**config.mk**
```make
export PLATFORM = sky130hd
export DESIGN_NAME = serial_wake_break_sync_tx
export DESIGN_NICKNAME = d
export VERILOG_FILES = /design/src/rtl/serial_port_pkg.sv /design/src/rtl/serial_wake_break_sync_tx.sv /design/src/rtl/half_bit_tick.sv /design/src/rtl/line_sync.sv
export SDC_FILE = /design/constraint.sdc
export NUM_CORES = 1
export LEC_CHECK = 0
export BUFFER_PORTS_ARGS = -buffer_cell sky130_fd_sc_hd__buf_2
export CORE_ASPECT_RATIO = 2
export CORE_MARGIN = 2
export CORE_UTILIZATION = 55
export DETAILED_ROUTE_END_ITERATION = 16
export PLACE_DENSITY = 0.82
export SLEW_MARGIN = 20
export SYNTH_ARGS = -nofsm -noshare
export SYNTH_HDL_FRONTEND = slang
export SYNTH_SLANG_ARGS = --single-unit
export TNS_END_PERCENT = 50
```
**constraint.sdc**
```tcl
create_clock -name core_clk_i -period 2.4 [get_ports core_clk_i]
set_input_delay 0.48 -clock core_clk_i [delete_from_list [all_inputs] [get_ports core_clk_i]]
set_output_delay 0.48 -clock core_clk_i [all_outputs]
set_load 0.005 [all_outputs]
```
**src/rtl/serial_port_pkg.sv**
```systemverilog
// constants shared by the serial wake, break and synchronous transmit block
package serial_port_pkg;
	localparam int ADDR_W = 4;
	localparam int DATA_W = 8;
	localparam int DIV_W = 16;
	localparam int FRAME_W = 14;
	localparam int COUNT_W = 4;
	// register offsets
	localparam logic [3:0] ADDR_TRANSMIT_STATUS_CONTROL = 4'h0;
	localparam logic [3:0] ADDR_BAUD_CONTROL_REGISTER = 4'h1;
	localparam logic [3:0] ADDR_RECEIVE_CONTROL = 4'h2;
	localparam logic [3:0] ADDR_TRANSMIT_BUFFER = 4'h3;
	localparam logic [3:0] ADDR_RECEIVE_BUFFER = 4'h4;
	localparam logic [3:0] ADDR_DIVISOR_LOW = 4'h5;
	localparam logic [3:0] ADDR_DIVISOR_HIGH = 4'h6;
	localparam logic [3:0] ADDR_EVENT_FLAGS = 4'h7;
	// transmit_status_control fields
	localparam int TSC_CLOCK_SOURCE_MASTER = 7;
	localparam int TSC_NINTH_BIT_TRANSMIT_ENABLE = 6;
	localparam int TSC_TRANSMIT_ENABLE_BIT = 5;
	localparam int TSC_SYNC_MODE = 4;
	localparam int TSC_SEND_BREAK_REQUEST = 3;
	localparam int TSC_SHIFTER_EMPTY_FLAG = 1;
	localparam int TSC_NINTH_TRANSMIT_BIT = 0;
	// baud_control_register fields
	localparam int BCR_RECEIVE_IDLE_FLAG = 6;
	localparam int BCR_DATA_POLARITY_SELECT = 5;
	localparam int BCR_CLOCK_POLARITY_SELECT = 4;
	localparam int BCR_WAKE_ON_EDGE_ENABLE = 1;
	localparam int BCR_AUTO_BAUD_ENABLE = 0;
	// receive control and event flag fields
	localparam int RCS_PORT_ENABLE = 7;
	localparam int RCS_RECEIVE_ENABLE = 4;
	localparam int EVF_TRANSMIT_BUFFER_EMPTY_FLAG = 1;
	localparam int EVF_RECEIVE_FLAG = 0;
	// reset values
	localparam logic [15:0] DIVISOR_RST = 16'h0000;
	localparam logic [7:0] BYTE_RST = 8'h00;
	// frame lengths in bits, and the receive stop-bit index
	localparam logic [3:0] BREAK_FRAME_BITS = 4'hE;
	localparam logic [3:0] ASYNC9_FRAME_BITS = 4'hB;
	localparam logic [3:0] ASYNC8_FRAME_BITS = 4'hA;
	localparam logic [3:0] SYNC9_FRAME_BITS = 4'h9;
	localparam logic [3:0] SYNC8_FRAME_BITS = 4'h8;
	localparam logic [3:0] RX_STOP_INDEX = 4'h9;
	typedef enum logic [1:0] {
		RX_IDLE = 2'b00,
		RX_WAKE_WAIT = 2'b01,
		RX_DATA = 2'b10
	} rx_state_type;
endpackage : serial_port_pkg

```
**src/rtl/serial_wake_break_sync_tx.sv**
```systemverilog
// serial port: wake on edge, break send/receive, synchronous master transmit
//
// Added by the designer: the plain strobed port and the placing of the registers.
`timescale 1ns/1ps
module serial_wake_break_sync_tx (
	input wire logic core_clk_i,
	input wire logic rst_i,
	input wire logic [3:0] addr_i,
	input wire logic [7:0] wr_data_i,
	input wire logic wr_en_i,
	input wire logic rd_en_i,
	output logic [7:0] rd_data_o,
	input wire logic receive_data_line_i,
	output logic receive_data_line_o,
	output logic receive_data_line_oe_o,
	output logic transmit_pin_o,
	output logic transmit_pin_oe_o
);
	// control bits
	logic clock_source_master_ff;
	logic ninth_bit_transmit_enable_ff;
	logic transmit_enable_bit_ff;
	logic sync_mode_ff;
	logic send_break_request_ff;
	logic ninth_transmit_bit_ff;
	logic data_polarity_select_ff;
	logic clock_polarity_select_ff;
	logic wake_on_edge_enable_ff;
	logic auto_baud_enable_ff;
	logic port_enable_ff;
	logic receive_enable_ff;
	logic [15:0] divisor_ff;
	// transmit path
	logic [7:0] transmit_buffer_ff;
	logic buffer_full_ff;
	logic [13:0] transmit_shifter_ff;
	logic [3:0] bits_left_ff;
	logic shifter_busy_ff;
	logic half_phase_ff;
	logic break_frame_ff;
	logic line_bit_ff;
	logic [13:0] nxt_pattern;
	logic [3:0] nxt_length;
	logic load_shifter;
	logic frame_done;
	logic tx_tick;
	// receive path
	serial_port_pkg::rx_state_type rx_state_ff;
	logic [16:0] rx_count_ff;
	logic [3:0] rx_index_ff;
	logic [7:0] rx_shift_ff;
	logic [7:0] receive_buffer_ff;
	logic receive_flag_ff;
	logic rx_level;
	logic rx_rise;
	logic rx_fall;
	logic rx_value;
	logic start_edge;
	logic can_receive;
	logic rx_sample;
	logic rx_byte_done;
	logic wake_event;
	logic wake_clear;
	// bus and pins
	logic [7:0] rd_data_ff;
	logic tx_pin_ff;
	logic tx_pin_oe_ff;
	logic data_line_ff;
	logic data_line_oe_ff;
	logic sync_master;
	logic wr_tsc;
	logic wr_bcr;
	logic wr_txb;
	logic rd_rxb;

	assign wr_tsc = wr_en_i && (addr_i == serial_port_pkg::ADDR_TRANSMIT_STATUS_CONTROL);
	assign wr_bcr = wr_en_i && (addr_i == serial_port_pkg::ADDR_BAUD_CONTROL_REGISTER);
	assign wr_txb = wr_en_i && (addr_i == serial_port_pkg::ADDR_TRANSMIT_BUFFER);
	assign rd_rxb = rd_en_i && (addr_i == serial_port_pkg::ADDR_RECEIVE_BUFFER);
	assign sync_master = port_enable_ff && sync_mode_ff && clock_source_master_ff;

	// transmit_status_control; send-break clears after the break stop bit
	always_ff @(posedge core_clk_i) begin
		if (rst_i) begin
			clock_source_master_ff <= 1'b0;
			ninth_bit_transmit_enable_ff <= 1'b0;
			transmit_enable_bit_ff <= 1'b0;
			sync_mode_ff <= 1'b0;
			send_break_request_ff <= 1'b0;
			ninth_transmit_bit_ff <= 1'b0;
		end else if (wr_tsc) begin
			clock_source_master_ff <= wr_data_i[serial_port_pkg::TSC_CLOCK_SOURCE_MASTER];
			ninth_bit_transmit_enable_ff <=
				wr_data_i[serial_port_pkg::TSC_NINTH_BIT_TRANSMIT_ENABLE];
			transmit_enable_bit_ff <= wr_data_i[serial_port_pkg::TSC_TRANSMIT_ENABLE_BIT];
			sync_mode_ff <= wr_data_i[serial_port_pkg::TSC_SYNC_MODE];
			send_break_request_ff <= wr_data_i[serial_port_pkg::TSC_SEND_BREAK_REQUEST];
			ninth_transmit_bit_ff <= wr_data_i[serial_port_pkg::TSC_NINTH_TRANSMIT_BIT];
		end else if (frame_done && break_frame_ff) begin
			send_break_request_ff <= 1'b0;
		end
	end

	// baud_control_register; wake enable cleared by the rising edge after wake
	always_ff @(posedge core_clk_i) begin
		if (rst_i) begin
			data_polarity_select_ff <= 1'b0;
			clock_polarity_select_ff <= 1'b0;
			wake_on_edge_enable_ff <= 1'b0;
			auto_baud_enable_ff <= 1'b0;
		end else if (wr_bcr) begin
			data_polarity_select_ff <= wr_data_i[serial_port_pkg::BCR_DATA_POLARITY_SELECT];
			clock_polarity_select_ff <= wr_data_i[serial_port_pkg::BCR_CLOCK_POLARITY_SELECT];
			wake_on_edge_enable_ff <= wr_data_i[serial_port_pkg::BCR_WAKE_ON_EDGE_ENABLE];
			auto_baud_enable_ff <= wr_data_i[serial_port_pkg::BCR_AUTO_BAUD_ENABLE];
		end else if (wake_clear) begin
			wake_on_edge_enable_ff <= 1'b0;
		end
	end

	// receive control and baud divisor
	always_ff @(posedge core_clk_i) begin
		if (rst_i) begin
			port_enable_ff <= 1'b0;
			receive_enable_ff <= 1'b0;
			divisor_ff <= serial_port_pkg::DIVISOR_RST;
		end else if (wr_en_i) begin
			if (addr_i == serial_port_pkg::ADDR_RECEIVE_CONTROL) begin
				port_enable_ff <= wr_data_i[serial_port_pkg::RCS_PORT_ENABLE];
				receive_enable_ff <= wr_data_i[serial_port_pkg::RCS_RECEIVE_ENABLE];
			end
			if (addr_i == serial_port_pkg::ADDR_DIVISOR_LOW) begin
				divisor_ff[7:0] <= wr_data_i;
			end
			if (addr_i == serial_port_pkg::ADDR_DIVISOR_HIGH) begin
				divisor_ff[15:8] <= wr_data_i;
			end
		end
	end

	// transmit buffer; a write on the load cycle refills it at once
	always_ff @(posedge core_clk_i) begin
		if (rst_i) begin
			transmit_buffer_ff <= serial_port_pkg::BYTE_RST;
			buffer_full_ff <= 1'b0;
		end else if (wr_txb) begin
			transmit_buffer_ff <= wr_data_i;
			buffer_full_ff <= 1'b1;
		end else if (load_shifter) begin
			buffer_full_ff <= 1'b0;
		end
	end

	// frame image, lowest bit first
	always_comb begin
		if (sync_mode_ff) begin
			nxt_pattern = {5'h00, ninth_transmit_bit_ff, transmit_buffer_ff};
			nxt_length = ninth_bit_transmit_enable_ff ? serial_port_pkg::SYNC9_FRAME_BITS
				: serial_port_pkg::SYNC8_FRAME_BITS;
		end else if (send_break_request_ff) begin
			nxt_pattern = {1'b1, 13'h0000};
			nxt_length = serial_port_pkg::BREAK_FRAME_BITS;
		end else if (ninth_bit_transmit_enable_ff) begin
			nxt_pattern = {3'h0, 1'b1, ninth_transmit_bit_ff, transmit_buffer_ff, 1'b0};
			nxt_length = serial_port_pkg::ASYNC9_FRAME_BITS;
		end else begin
			nxt_pattern = {4'h0, 1'b1, transmit_buffer_ff, 1'b0};
			nxt_length = serial_port_pkg::ASYNC8_FRAME_BITS;
		end
	end

	assign load_shifter = !shifter_busy_ff && buffer_full_ff && transmit_enable_bit_ff
		&& port_enable_ff && !(sync_mode_ff && (rx_state_ff == serial_port_pkg::RX_DATA));
	assign frame_done = shifter_busy_ff && tx_tick && half_phase_ff
		&& (bits_left_ff == 4'h0);

	half_bit_tick u_half_bit_tick (
		.core_clk_i(core_clk_i),
		.rst_i(rst_i),
		.run_i(shifter_busy_ff),
		.divisor_i(divisor_ff),
		.tick_o(tx_tick)
	);

	// each bit lasts two half-bit ticks; it changes when the clock leaves idle
	always_ff @(posedge core_clk_i) begin
		if (rst_i) begin
			transmit_shifter_ff <= 14'h0000;
			bits_left_ff <= 4'h0;
			shifter_busy_ff <= 1'b0;
			half_phase_ff <= 1'b0;
			break_frame_ff <= 1'b0;
			line_bit_ff <= 1'b1;
		end else if (load_shifter) begin
			transmit_shifter_ff <= nxt_pattern;
			bits_left_ff <= nxt_length;
			shifter_busy_ff <= 1'b1;
			half_phase_ff <= 1'b0;
			break_frame_ff <= send_break_request_ff && !sync_mode_ff;
		end else if (shifter_busy_ff && tx_tick) begin
			if (!half_phase_ff) begin
				line_bit_ff <= transmit_shifter_ff[0];
				transmit_shifter_ff <= {1'b0, transmit_shifter_ff[13:1]};
				bits_left_ff <= bits_left_ff - 4'h1;
				half_phase_ff <= 1'b1;
			end else begin
				half_phase_ff <= 1'b0;
				if (bits_left_ff == 4'h0) begin
					shifter_busy_ff <= 1'b0;
					break_frame_ff <= 1'b0;
				end
			end
		end else if (!shifter_busy_ff) begin
			line_bit_ff <= !sync_mode_ff;
		end
	end

	// pins: async line, or master clock and data
	always_ff @(posedge core_clk_i) begin
		if (rst_i) begin
			tx_pin_ff <= 1'b1;
			tx_pin_oe_ff <= 1'b0;
			data_line_ff <= 1'b0;
			data_line_oe_ff <= 1'b0;
		end else if (!port_enable_ff) begin
			tx_pin_ff <= 1'b1;
			tx_pin_oe_ff <= 1'b0;
			data_line_ff <= 1'b0;
			data_line_oe_ff <= 1'b0;
		end else if (sync_master) begin
			tx_pin_ff <= clock_polarity_select_ff ^ (shifter_busy_ff && half_phase_ff);
			tx_pin_oe_ff <= 1'b1;
			data_line_ff <= data_polarity_select_ff ^ line_bit_ff;
			data_line_oe_ff <= transmit_enable_bit_ff;
		end else begin
			tx_pin_ff <= clock_polarity_select_ff ^ line_bit_ff;
			tx_pin_oe_ff <= 1'b1;
			data_line_ff <= 1'b0;
			data_line_oe_ff <= 1'b0;
		end
	end

	line_sync u_line_sync (
		.core_clk_i(core_clk_i),
		.rst_i(rst_i),
		.pin_i(receive_data_line_i),
		.level_o(rx_level),
		.rise_o(rx_rise),
		.fall_o(rx_fall)
	);

	assign rx_value = rx_level ^ data_polarity_select_ff;
	assign start_edge = data_polarity_select_ff ? rx_rise : rx_fall;
	// no async reception in sync mode or while wake is armed
	assign can_receive = port_enable_ff && receive_enable_ff && !sync_mode_ff
		&& !wake_on_edge_enable_ff;
	assign wake_event = (rx_state_ff == serial_port_pkg::RX_IDLE) && wake_on_edge_enable_ff
		&& rx_fall;
	assign wake_clear = (rx_state_ff == serial_port_pkg::RX_WAKE_WAIT) && rx_rise;
	assign rx_sample = (rx_state_ff == serial_port_pkg::RX_DATA) && (rx_count_ff == 17'h0_0000);
	assign rx_byte_done = rx_sample && (rx_index_ff == serial_port_pkg::RX_STOP_INDEX);

	// receiver: idle, wake wait, or bit sampling at mid-bit
	always_ff @(posedge core_clk_i) begin
		if (rst_i) begin
			rx_state_ff <= serial_port_pkg::RX_IDLE;
			rx_count_ff <= 17'h0_0000;
			rx_index_ff <= 4'h0;
			rx_shift_ff <= serial_port_pkg::BYTE_RST;
		end else begin
			case (rx_state_ff)
				serial_port_pkg::RX_IDLE: begin
					if (wake_event) begin
						rx_state_ff <= serial_port_pkg::RX_WAKE_WAIT;
					end else if (can_receive && start_edge) begin
						rx_state_ff <= serial_port_pkg::RX_DATA;
						rx_count_ff <= {1'b0, divisor_ff};
						rx_index_ff <= 4'h0;
					end
				end
				serial_port_pkg::RX_WAKE_WAIT: begin
					if (rx_rise || !wake_on_edge_enable_ff) begin
						rx_state_ff <= serial_port_pkg::RX_IDLE;
					end
				end
				serial_port_pkg::RX_DATA: begin
					if (rx_count_ff != 17'h0_0000) begin
						rx_count_ff <= rx_count_ff - 17'h0_0001;
					end else begin
						rx_count_ff <= {divisor_ff, 1'b1};
						rx_index_ff <= rx_index_ff + 4'h1;
						if ((rx_index_ff == 4'h0) && rx_value) begin
							rx_state_ff <= serial_port_pkg::RX_IDLE;
						end else if (rx_index_ff == serial_port_pkg::RX_STOP_INDEX) begin
							rx_state_ff <= serial_port_pkg::RX_IDLE;
						end else if (rx_index_ff != 4'h0) begin
							rx_shift_ff <= {rx_value, rx_shift_ff[7:1]};
						end
					end
				end
				default: begin
					rx_state_ff <= serial_port_pkg::RX_IDLE;
				end
			endcase
		end
	end

	// receive buffer and flag; a set in the read cycle wins
	always_ff @(posedge core_clk_i) begin
		if (rst_i) begin
			receive_buffer_ff <= serial_port_pkg::BYTE_RST;
			receive_flag_ff <= 1'b0;
		end else if (wake_event) begin
			receive_flag_ff <= 1'b1;
		end else if (rx_byte_done) begin
			receive_buffer_ff <= rx_shift_ff;
			receive_flag_ff <= 1'b1;
		end else if (rd_rxb) begin
			receive_flag_ff <= 1'b0;
		end
	end

	// read data stands only in the cycle after the read strobe
	always_ff @(posedge core_clk_i) begin
		if (rst_i || !rd_en_i) begin
			rd_data_ff <= serial_port_pkg::BYTE_RST;
		end else begin
			case (addr_i)
				serial_port_pkg::ADDR_TRANSMIT_STATUS_CONTROL: begin
					rd_data_ff <= {clock_source_master_ff, ninth_bit_transmit_enable_ff,
						transmit_enable_bit_ff, sync_mode_ff, send_break_request_ff, 1'b0,
						!shifter_busy_ff, ninth_transmit_bit_ff};
				end
				serial_port_pkg::ADDR_BAUD_CONTROL_REGISTER: begin
					rd_data_ff <= {1'b0, rx_state_ff != serial_port_pkg::RX_DATA,
						data_polarity_select_ff, clock_polarity_select_ff, 2'b00,
						wake_on_edge_enable_ff, auto_baud_enable_ff};
				end
				serial_port_pkg::ADDR_RECEIVE_CONTROL: begin
					rd_data_ff <= {port_enable_ff, 2'b00, receive_enable_ff, 4'h0};
				end
				serial_port_pkg::ADDR_RECEIVE_BUFFER: begin
					rd_data_ff <= receive_buffer_ff;
				end
				serial_port_pkg::ADDR_DIVISOR_LOW: begin
					rd_data_ff <= divisor_ff[7:0];
				end
				serial_port_pkg::ADDR_DIVISOR_HIGH: begin
					rd_data_ff <= divisor_ff[15:8];
				end
				serial_port_pkg::ADDR_EVENT_FLAGS: begin
					rd_data_ff <= {6'h00, !buffer_full_ff, receive_flag_ff};
				end
				default: begin
					rd_data_ff <= serial_port_pkg::BYTE_RST;
				end
			endcase
		end
	end

	assign rd_data_o = rd_data_ff;
	assign transmit_pin_o = tx_pin_ff;
	assign transmit_pin_oe_o = tx_pin_oe_ff;
	assign receive_data_line_o = data_line_ff;
	assign receive_data_line_oe_o = data_line_oe_ff;
endmodule : serial_wake_break_sync_tx

```
**src/rtl/half_bit_tick.sv**
```systemverilog
// divider giving one-cycle half-bit ticks while enabled
`timescale 1ns/1ps
module half_bit_tick (
	input wire logic core_clk_i,
	input wire logic rst_i,
	input wire logic run_i,
	input wire logic [15:0] divisor_i,
	output logic tick_o
);
	logic [15:0] count_ff;
	logic tick_ff;

	// a tick every divisor+1 cycles, restarting when run falls
	always_ff @(posedge core_clk_i) begin
		if (rst_i || !run_i) begin
			count_ff <= serial_port_pkg::DIVISOR_RST;
			tick_ff <= 1'b0;
		end else if (count_ff == divisor_i) begin
			count_ff <= serial_port_pkg::DIVISOR_RST;
			tick_ff <= 1'b1;
		end else begin
			count_ff <= count_ff + 16'h0001;
			tick_ff <= 1'b0;
		end
	end

	assign tick_o = tick_ff;
endmodule : half_bit_tick

```
**src/rtl/line_sync.sv**
```systemverilog
// two-flop synchroniser for a pin with registered edge pulses
`timescale 1ns/1ps
module line_sync (
	input wire logic core_clk_i,
	input wire logic rst_i,
	input wire logic pin_i,
	output logic level_o,
	output logic rise_o,
	output logic fall_o
);
	logic meta_ff;
	logic level_ff;
	logic prev_ff;
	logic rise_ff;
	logic fall_ff;

	always_ff @(posedge core_clk_i) begin
		if (rst_i) begin
			meta_ff <= 1'b1;
			level_ff <= 1'b1;
			prev_ff <= 1'b1;
			rise_ff <= 1'b0;
			fall_ff <= 1'b0;
		end else begin
			meta_ff <= pin_i;
			level_ff <= meta_ff;
			prev_ff <= level_ff;
			rise_ff <= level_ff && !prev_ff;
			fall_ff <= !level_ff && prev_ff;
		end
	end

	assign level_o = prev_ff;
	assign rise_o = rise_ff;
	assign fall_o = fall_ff;
endmodule : line_sync

```
# Yosys cells after proc, flatten, opt, wreduce, memory -nomap -nowiden
# Index checks and enable logic that the tools add are counted.
# word_totals
reg_bits	133
latch_bits	0
mem_bits_rw	0
mem_bits_ro	0
wordCells	197
n_memories	0
# classes
addsub	4
n_mul	0
div_mod_pow	0
magnitude_cmp	0
eq_ne	21
shift	0
muxes	51
bitwise	11
reduce_logical	70
# op_table
op	count
two-way mux 14 bit	5
one-hot mux 8 bit (7 select lines)	1
two-way mux 17 bit	3
one-hot mux 17 bit (2 select lines)	1
logical AND 1 bit	29
two-way mux 1 bit	24
two-way mux 4 bit	6
logical NOT 17 bit	1
nonzero test 17 bit	1
subtractor 17 x 1 -> 17 bit, second input constant	1
adder 16 x 1 -> 16 bit, second input constant	1
== test 16 bit	1
== test 4 x 3 -> 1 bit, second input constant	4
nonzero test 2 bit	7
logical NOT 4 bit	3
two-way mux 2 bit	6
two-way mux 11 bit	1
AND reduction 2 bit	5
AND reduction 3 bit	3
== test 4 x 2 -> 1 bit, second input constant	2
logical NOT 1 bit	8
!= test 2 x 1 -> 1 bit, second input constant	4
!= test 2 bit, second input constant	4
one-hot mux 4 bit (2 select lines)	1
other kinds (20)	35

# Logic depth before layout (Yosys ltp)
# depth
depth_word	7
depth_mapped	9

# By module
# From an unflattened synthesis, not the netlist that was laid out.
# hier_totals
cells_unflattened	749
hier_area_um2	6312.3
# by_module_without_submodules
mod	n_inst	cells_per_inst	area_each_um2	seq_area_each_um2
serial_wake_break_sync_tx	1	636	5250.0	2222.1
half_bit_tick	1	103	928.4	340.3
line_sync	1	10	133.9	100.1

# Worst setup path after synthesis
# Ideal clock, no wire load.
# synth_path
path_kind	flip-flop to flip-flop
from	register rx_count_ff[0]
to	register receive_buffer_ff[0]
t_arrival_ns	2.318
required_ns	2.272
setup_slack_ns	-0.046
path_stages_with_launch	10
path_buffers	2
period_less_slack_ns	2.446
cell_sequence	dfxtp_1 inv_1 ha_1 or4b_2 or4_4 buf_6 nor4_1 buf_4 mux2i_1 nor2_1
# synth_via
elab_chain_len	4
# synth_lines
element	line_no	rtl
from (decl)	serial_wake_break_sync_tx.sv:49	logic [16:0] rx_count_ff;
from (signal assigned)	serial_wake_break_sync_tx.sv:277	rx_count_ff <= {1'b0, divisor_ff};
from (signal assigned)	serial_wake_break_sync_tx.sv:288	rx_count_ff <= rx_count_ff - 17'h0_0001;
from (signal assigned)	serial_wake_break_sync_tx.sv:290	rx_count_ff <= {divisor_ff, 1'b1};
logical NOT 17 bit	serial_wake_break_sync_tx.sv:260	assign rx_sample = (rx_state_ff == serial_port_pkg::RX_DATA) && (rx_count_ff == 17'h0_0000);
logical AND 1 bit	serial_wake_break_sync_tx.sv:260	
logical AND 1 bit	serial_wake_break_sync_tx.sv:261	assign rx_byte_done = rx_sample && (rx_index_ff == serial_port_pkg::RX_STOP_INDEX);
AND reduction 2 bit (no source line)	n/a	
to (signal assigned)	serial_wake_break_sync_tx.sv:311	receive_buffer_ff <= serial_port_pkg::BYTE_RST;
to (signal assigned)	serial_wake_break_sync_tx.sv:316	receive_buffer_ff <= rx_shift_ff;
to (decl)	serial_wake_break_sync_tx.sv:52	logic [7:0] receive_buffer_ff;
# No other way between the ends.
# A chain may end at the register's enable or synchronous reset.

# Worst setup path after layout
# layout_path
from	register rx_count_ff[1]
to	register receive_buffer_ff[4]
# Same word-level chain as after synthesis.

==> impl_results.md <==
* Status: finished, final reports clean
* Setup crit start kind: flip-flop
* Layout cell share with drive strength beyond 1 at 15.34%
* Worst R2R End: receive_buffer_ff[4]
* Slowest stage cell on the critical path: or4_4
* Pwr Density at 691.8 nW/um^2
* Lkg Pwr at 2.871 nW
* FP Rows at 55
* Vias in the first global route at 5327
* Die Wd at 79.17 um
* Ranking of synthesized cells by area: dfxtp_1, mux2i_1, nor2_1
* Synthesis-to-finish area growth at 17.21%
* EDFF count, synth at 0
* Yosys reg bits at 133
* DR iter-0 viols at between 600 and 700
* Core area at 11150 sq um
* Setup WS pre-CTS at approximately 0.076 ns
* Final hold vios at 0
* CP Buf/Inv Count at 2
* DR pass1 iterations at 7
* Post-DP HPWL at 10.82 mm
* Worst skew pair latency at 0.42 ns
* Root buffer cell: clkbuf_16
* Net Count, Synth at 759
* Clock sink count at 133
* Kind of end point of the critical path: flip-flop
* Vias at approximately 5700
* Worst hold start: receive_data_line_i
* Max-slew headroom at 46.98%
* Routed len/inst at around 18 um
* Number of inserted diodes at 0
* TritonCTS Buffers at 17
* Die Ht at 154.3 um
* WS Path Type: flip-flop to flip-flop
* Sequential share of the synthesized area at a little over two fifths
* Power Total at roughly 5 mW
* Slew Viols, Final at 0
* Final WL at 16.79 mm
* Cell variety after synth at 57
* Max VDD drop at slightly below 700 uV
* Top cell family by delay on the critical path: simple AND/OR/NAND/NOR gates
* Max-cap violations at 0
* Initial core utilization at 55.75%
* TritonCTS clock tree: built
* Worst setup margin at 0.03149 ns
* Crit path DAT at 2.66 ns
* Gr usage total at 27.71%
* First-pass GRT wire length at between 20 and 30 mm
* Endpoints failing setup at 0
* Fin crit period at 2.369 ns
* RSZ-0062 raised after global routing: yes
* Largest net degree at the start of global routing at 89
* Clk buf depth at 2
* I/O Pins at 29
* Synth top area share at 42.84%
* Most used DFF post-synth: dfxtp_1
* Max Freq at 422.2 MHz
* Worst clock skew at roughly 0.0072 ns
* Crit path cell chain: inv_2 > ha_1 > or4b_4 > or4_4 > nor4_4 > buf_4 > mux2i_1 > nor2_1
* DRC violations left at 0
* Synth Warn # at 0
* Worst slew pin tran at a little under 0.8 ns
* Crit path largest cell delay at 0.50 ns
* IO Port Bufs at 28
* Average vias per placed instance at 6.166
* Final Net Count at 800
* Hold path depth at 2
* Cell with the most instances after synthesis: dfxtp_1
* R2R Setup Slk at 0.03 ns
* Die area at around 12000 sq um
* Worst min-delay path class: primary input to flip-flop
* Mapped Cells at 735
* Ys async rst share at 0%
* Critical path fanouts, max at 7
* Global route total overflow at 0
* H-Tree Depth at 4
* R2R Path Start: rx_count_ff[1]
* Mapped Avg Cell Area at 8.455 sq um
* Mapped Area at around 6200 sq um
* Reg2reg path depth at 8
* Data required, critical path at 2.70 ns
* Dominant cell type by area after synthesis: dfxtp_1
* Routability cong. at 0.9619
* Synth cell count leaders: dfxtp_1, nor2_1, nand2_1
* Period utilization at approximately 99%
* Hold endpoint: u_line_sync.meta_ff
* Antenna violations before repair at 0
* Routed Antenna Nets at 0
* CTS clk-pin slew, worst paths at roughly 0.06 ns
placed cells by master, fill, tap and decap left out, types with 6 or more instances in the layout:
master and n:
xnor2_1 13, o31ai_1 6, buf_4 34, a211oi_1 8, mux2i_1 49, a31oi_1 15
nand2b_1 6, nand2_1 72, nor3_1 23, o21ai_0 19, inv_1 14, a22oi_1 13
clkbuf_16 17, ha_1 7, a21oi_1 42, nand3_1 31, nor4_1 11, buf_2 28
dfxtp_1 131, nor2_1 114, xor2_1 24, or2_2 7, and3_1 8
worst max-delay path by stage:
stage / start / endpoint / slack (ns) / cells past startpoint
CTS: rx_count_ff[0] / receive_buffer_ff[1] / 0.03 / 8
global placement: rx_count_ff[8] / receive_buffer_ff[7] / 0.12 / 6
global route: rx_count_ff[0] / receive_buffer_ff[1] / -0.01 / 8
floorplan: rx_count_ff[8] / rx_shift_ff[0] / 0.02 / 7
detailed placement: rx_count_ff[8] / receive_buffer_ff[1] / 0.08 / 6
finish: rx_count_ff[1] / receive_buffer_ff[4] / 0.03 / 8
per-layer routing:
| metal | part of all wire, % | up-vias | global-route usage (%) |
|---|---|---|---|
| li1 | - | 2705 | - |
| met3 | 8.6 | 80 | 7.235 |
| met1 | 39 | 2642 | 34.23 |
| met5 | 0 | - | 0 |
| met4 | 5.6 | 0 | 14.45 |
| met2 | 46 | 314 | 43.91 |
power by group:
part	leakage [nW]	switching, mW	internal, mW
Clock	0.288	1.07	1.59
Sequential	1.07	0.0153	2.22
Combinational	1.51	0.102	0.0456
Total	2.87	1.19	3.85
cell type report:
cell class,count,area [sq um]
repair buffers,64,426.7
well taps,142,177.7
clock inverters,14,166.4
clock buffers,18,439.2
inverters,16,60.06
fillers,865,3864
flip-flops and latches,133,2665
multi-input cells,544,3349
metrics by stage:
| stage | cells | hold WS (ns) | area (sq um) | setup TNS [ns] | util, % |
|---|---|---|---|---|---|
| 5_1_grt | 931 | 0.2491 | 7284 | -0.02149 | 65.34 |
| 3_3_place_gp | 891 | 0.3967 | 6601 | 0 | 59.21 |
| 4_1_cts | 923 | 0.2501 | 7207 | 0 | 64.65 |
| 6_report | 931 | 0.2554 | 7284 | 0 | 65.34 |
| 3_5_place_dp | 891 | 0.3975 | 6601 | 0 | 59.21 |
| 2_1_floorplan | 735 | 0.3895 | 6226 | 0 | - |
sequential cells by signal (all words and copies together), names as in the netlist, 2 cells and up:
register / flops
rx_shift_ff: 8
transmit_shifter_ff: 14
bits_left_ff: 4
rx_count_ff: 17
rx_index_ff: 4
transmit_buffer_ff: 8
receive_buffer_ff: 8
rx_state_ff: 2
u_half_bit_tick.count_ff: 16
rd_data_o: 8
divisor_ff: 16
cells by family (layout without fill, tap and decap cells):
| logic type | after synthesis | in the layout | share of synthesized area, % |
|---|---|---|---|
| simple gates | 307 | 307 | 23.07 |
| compound gates | 140 | 140 | 14.90 |
| flops | 133 | 133 | 42.84 |
| buf+inv | 58 | 112 | 3.765 |
| mux | 53 | 53 | 8.798 |
| xor+xnor | 37 | 37 | 5.214 |
| fa+ha+maj | 7 | 7 | 1.409 |
worst register-to-register path: stages (launching register included):
cell	delay (ns)
dfxtp_1	0.34
inv_2	0.07
ha_1	0.15
or4b_4	0.48
or4_4	0.50
nor4_4	0.24
buf_4	0.21
mux2i_1	0.19
nor2_1	0.06
repair_timing:
action / 4_1_cts / 5_1_grt
endpoints found under the hold margin: 0 / 0
setup buffers: 0 / 7
hold buffers: 0 / 0
resized for setup: 0 / 8
endpoints found under the setup margin: 0 / 11
Note: power is estimated with default switching activity, not from simulation.
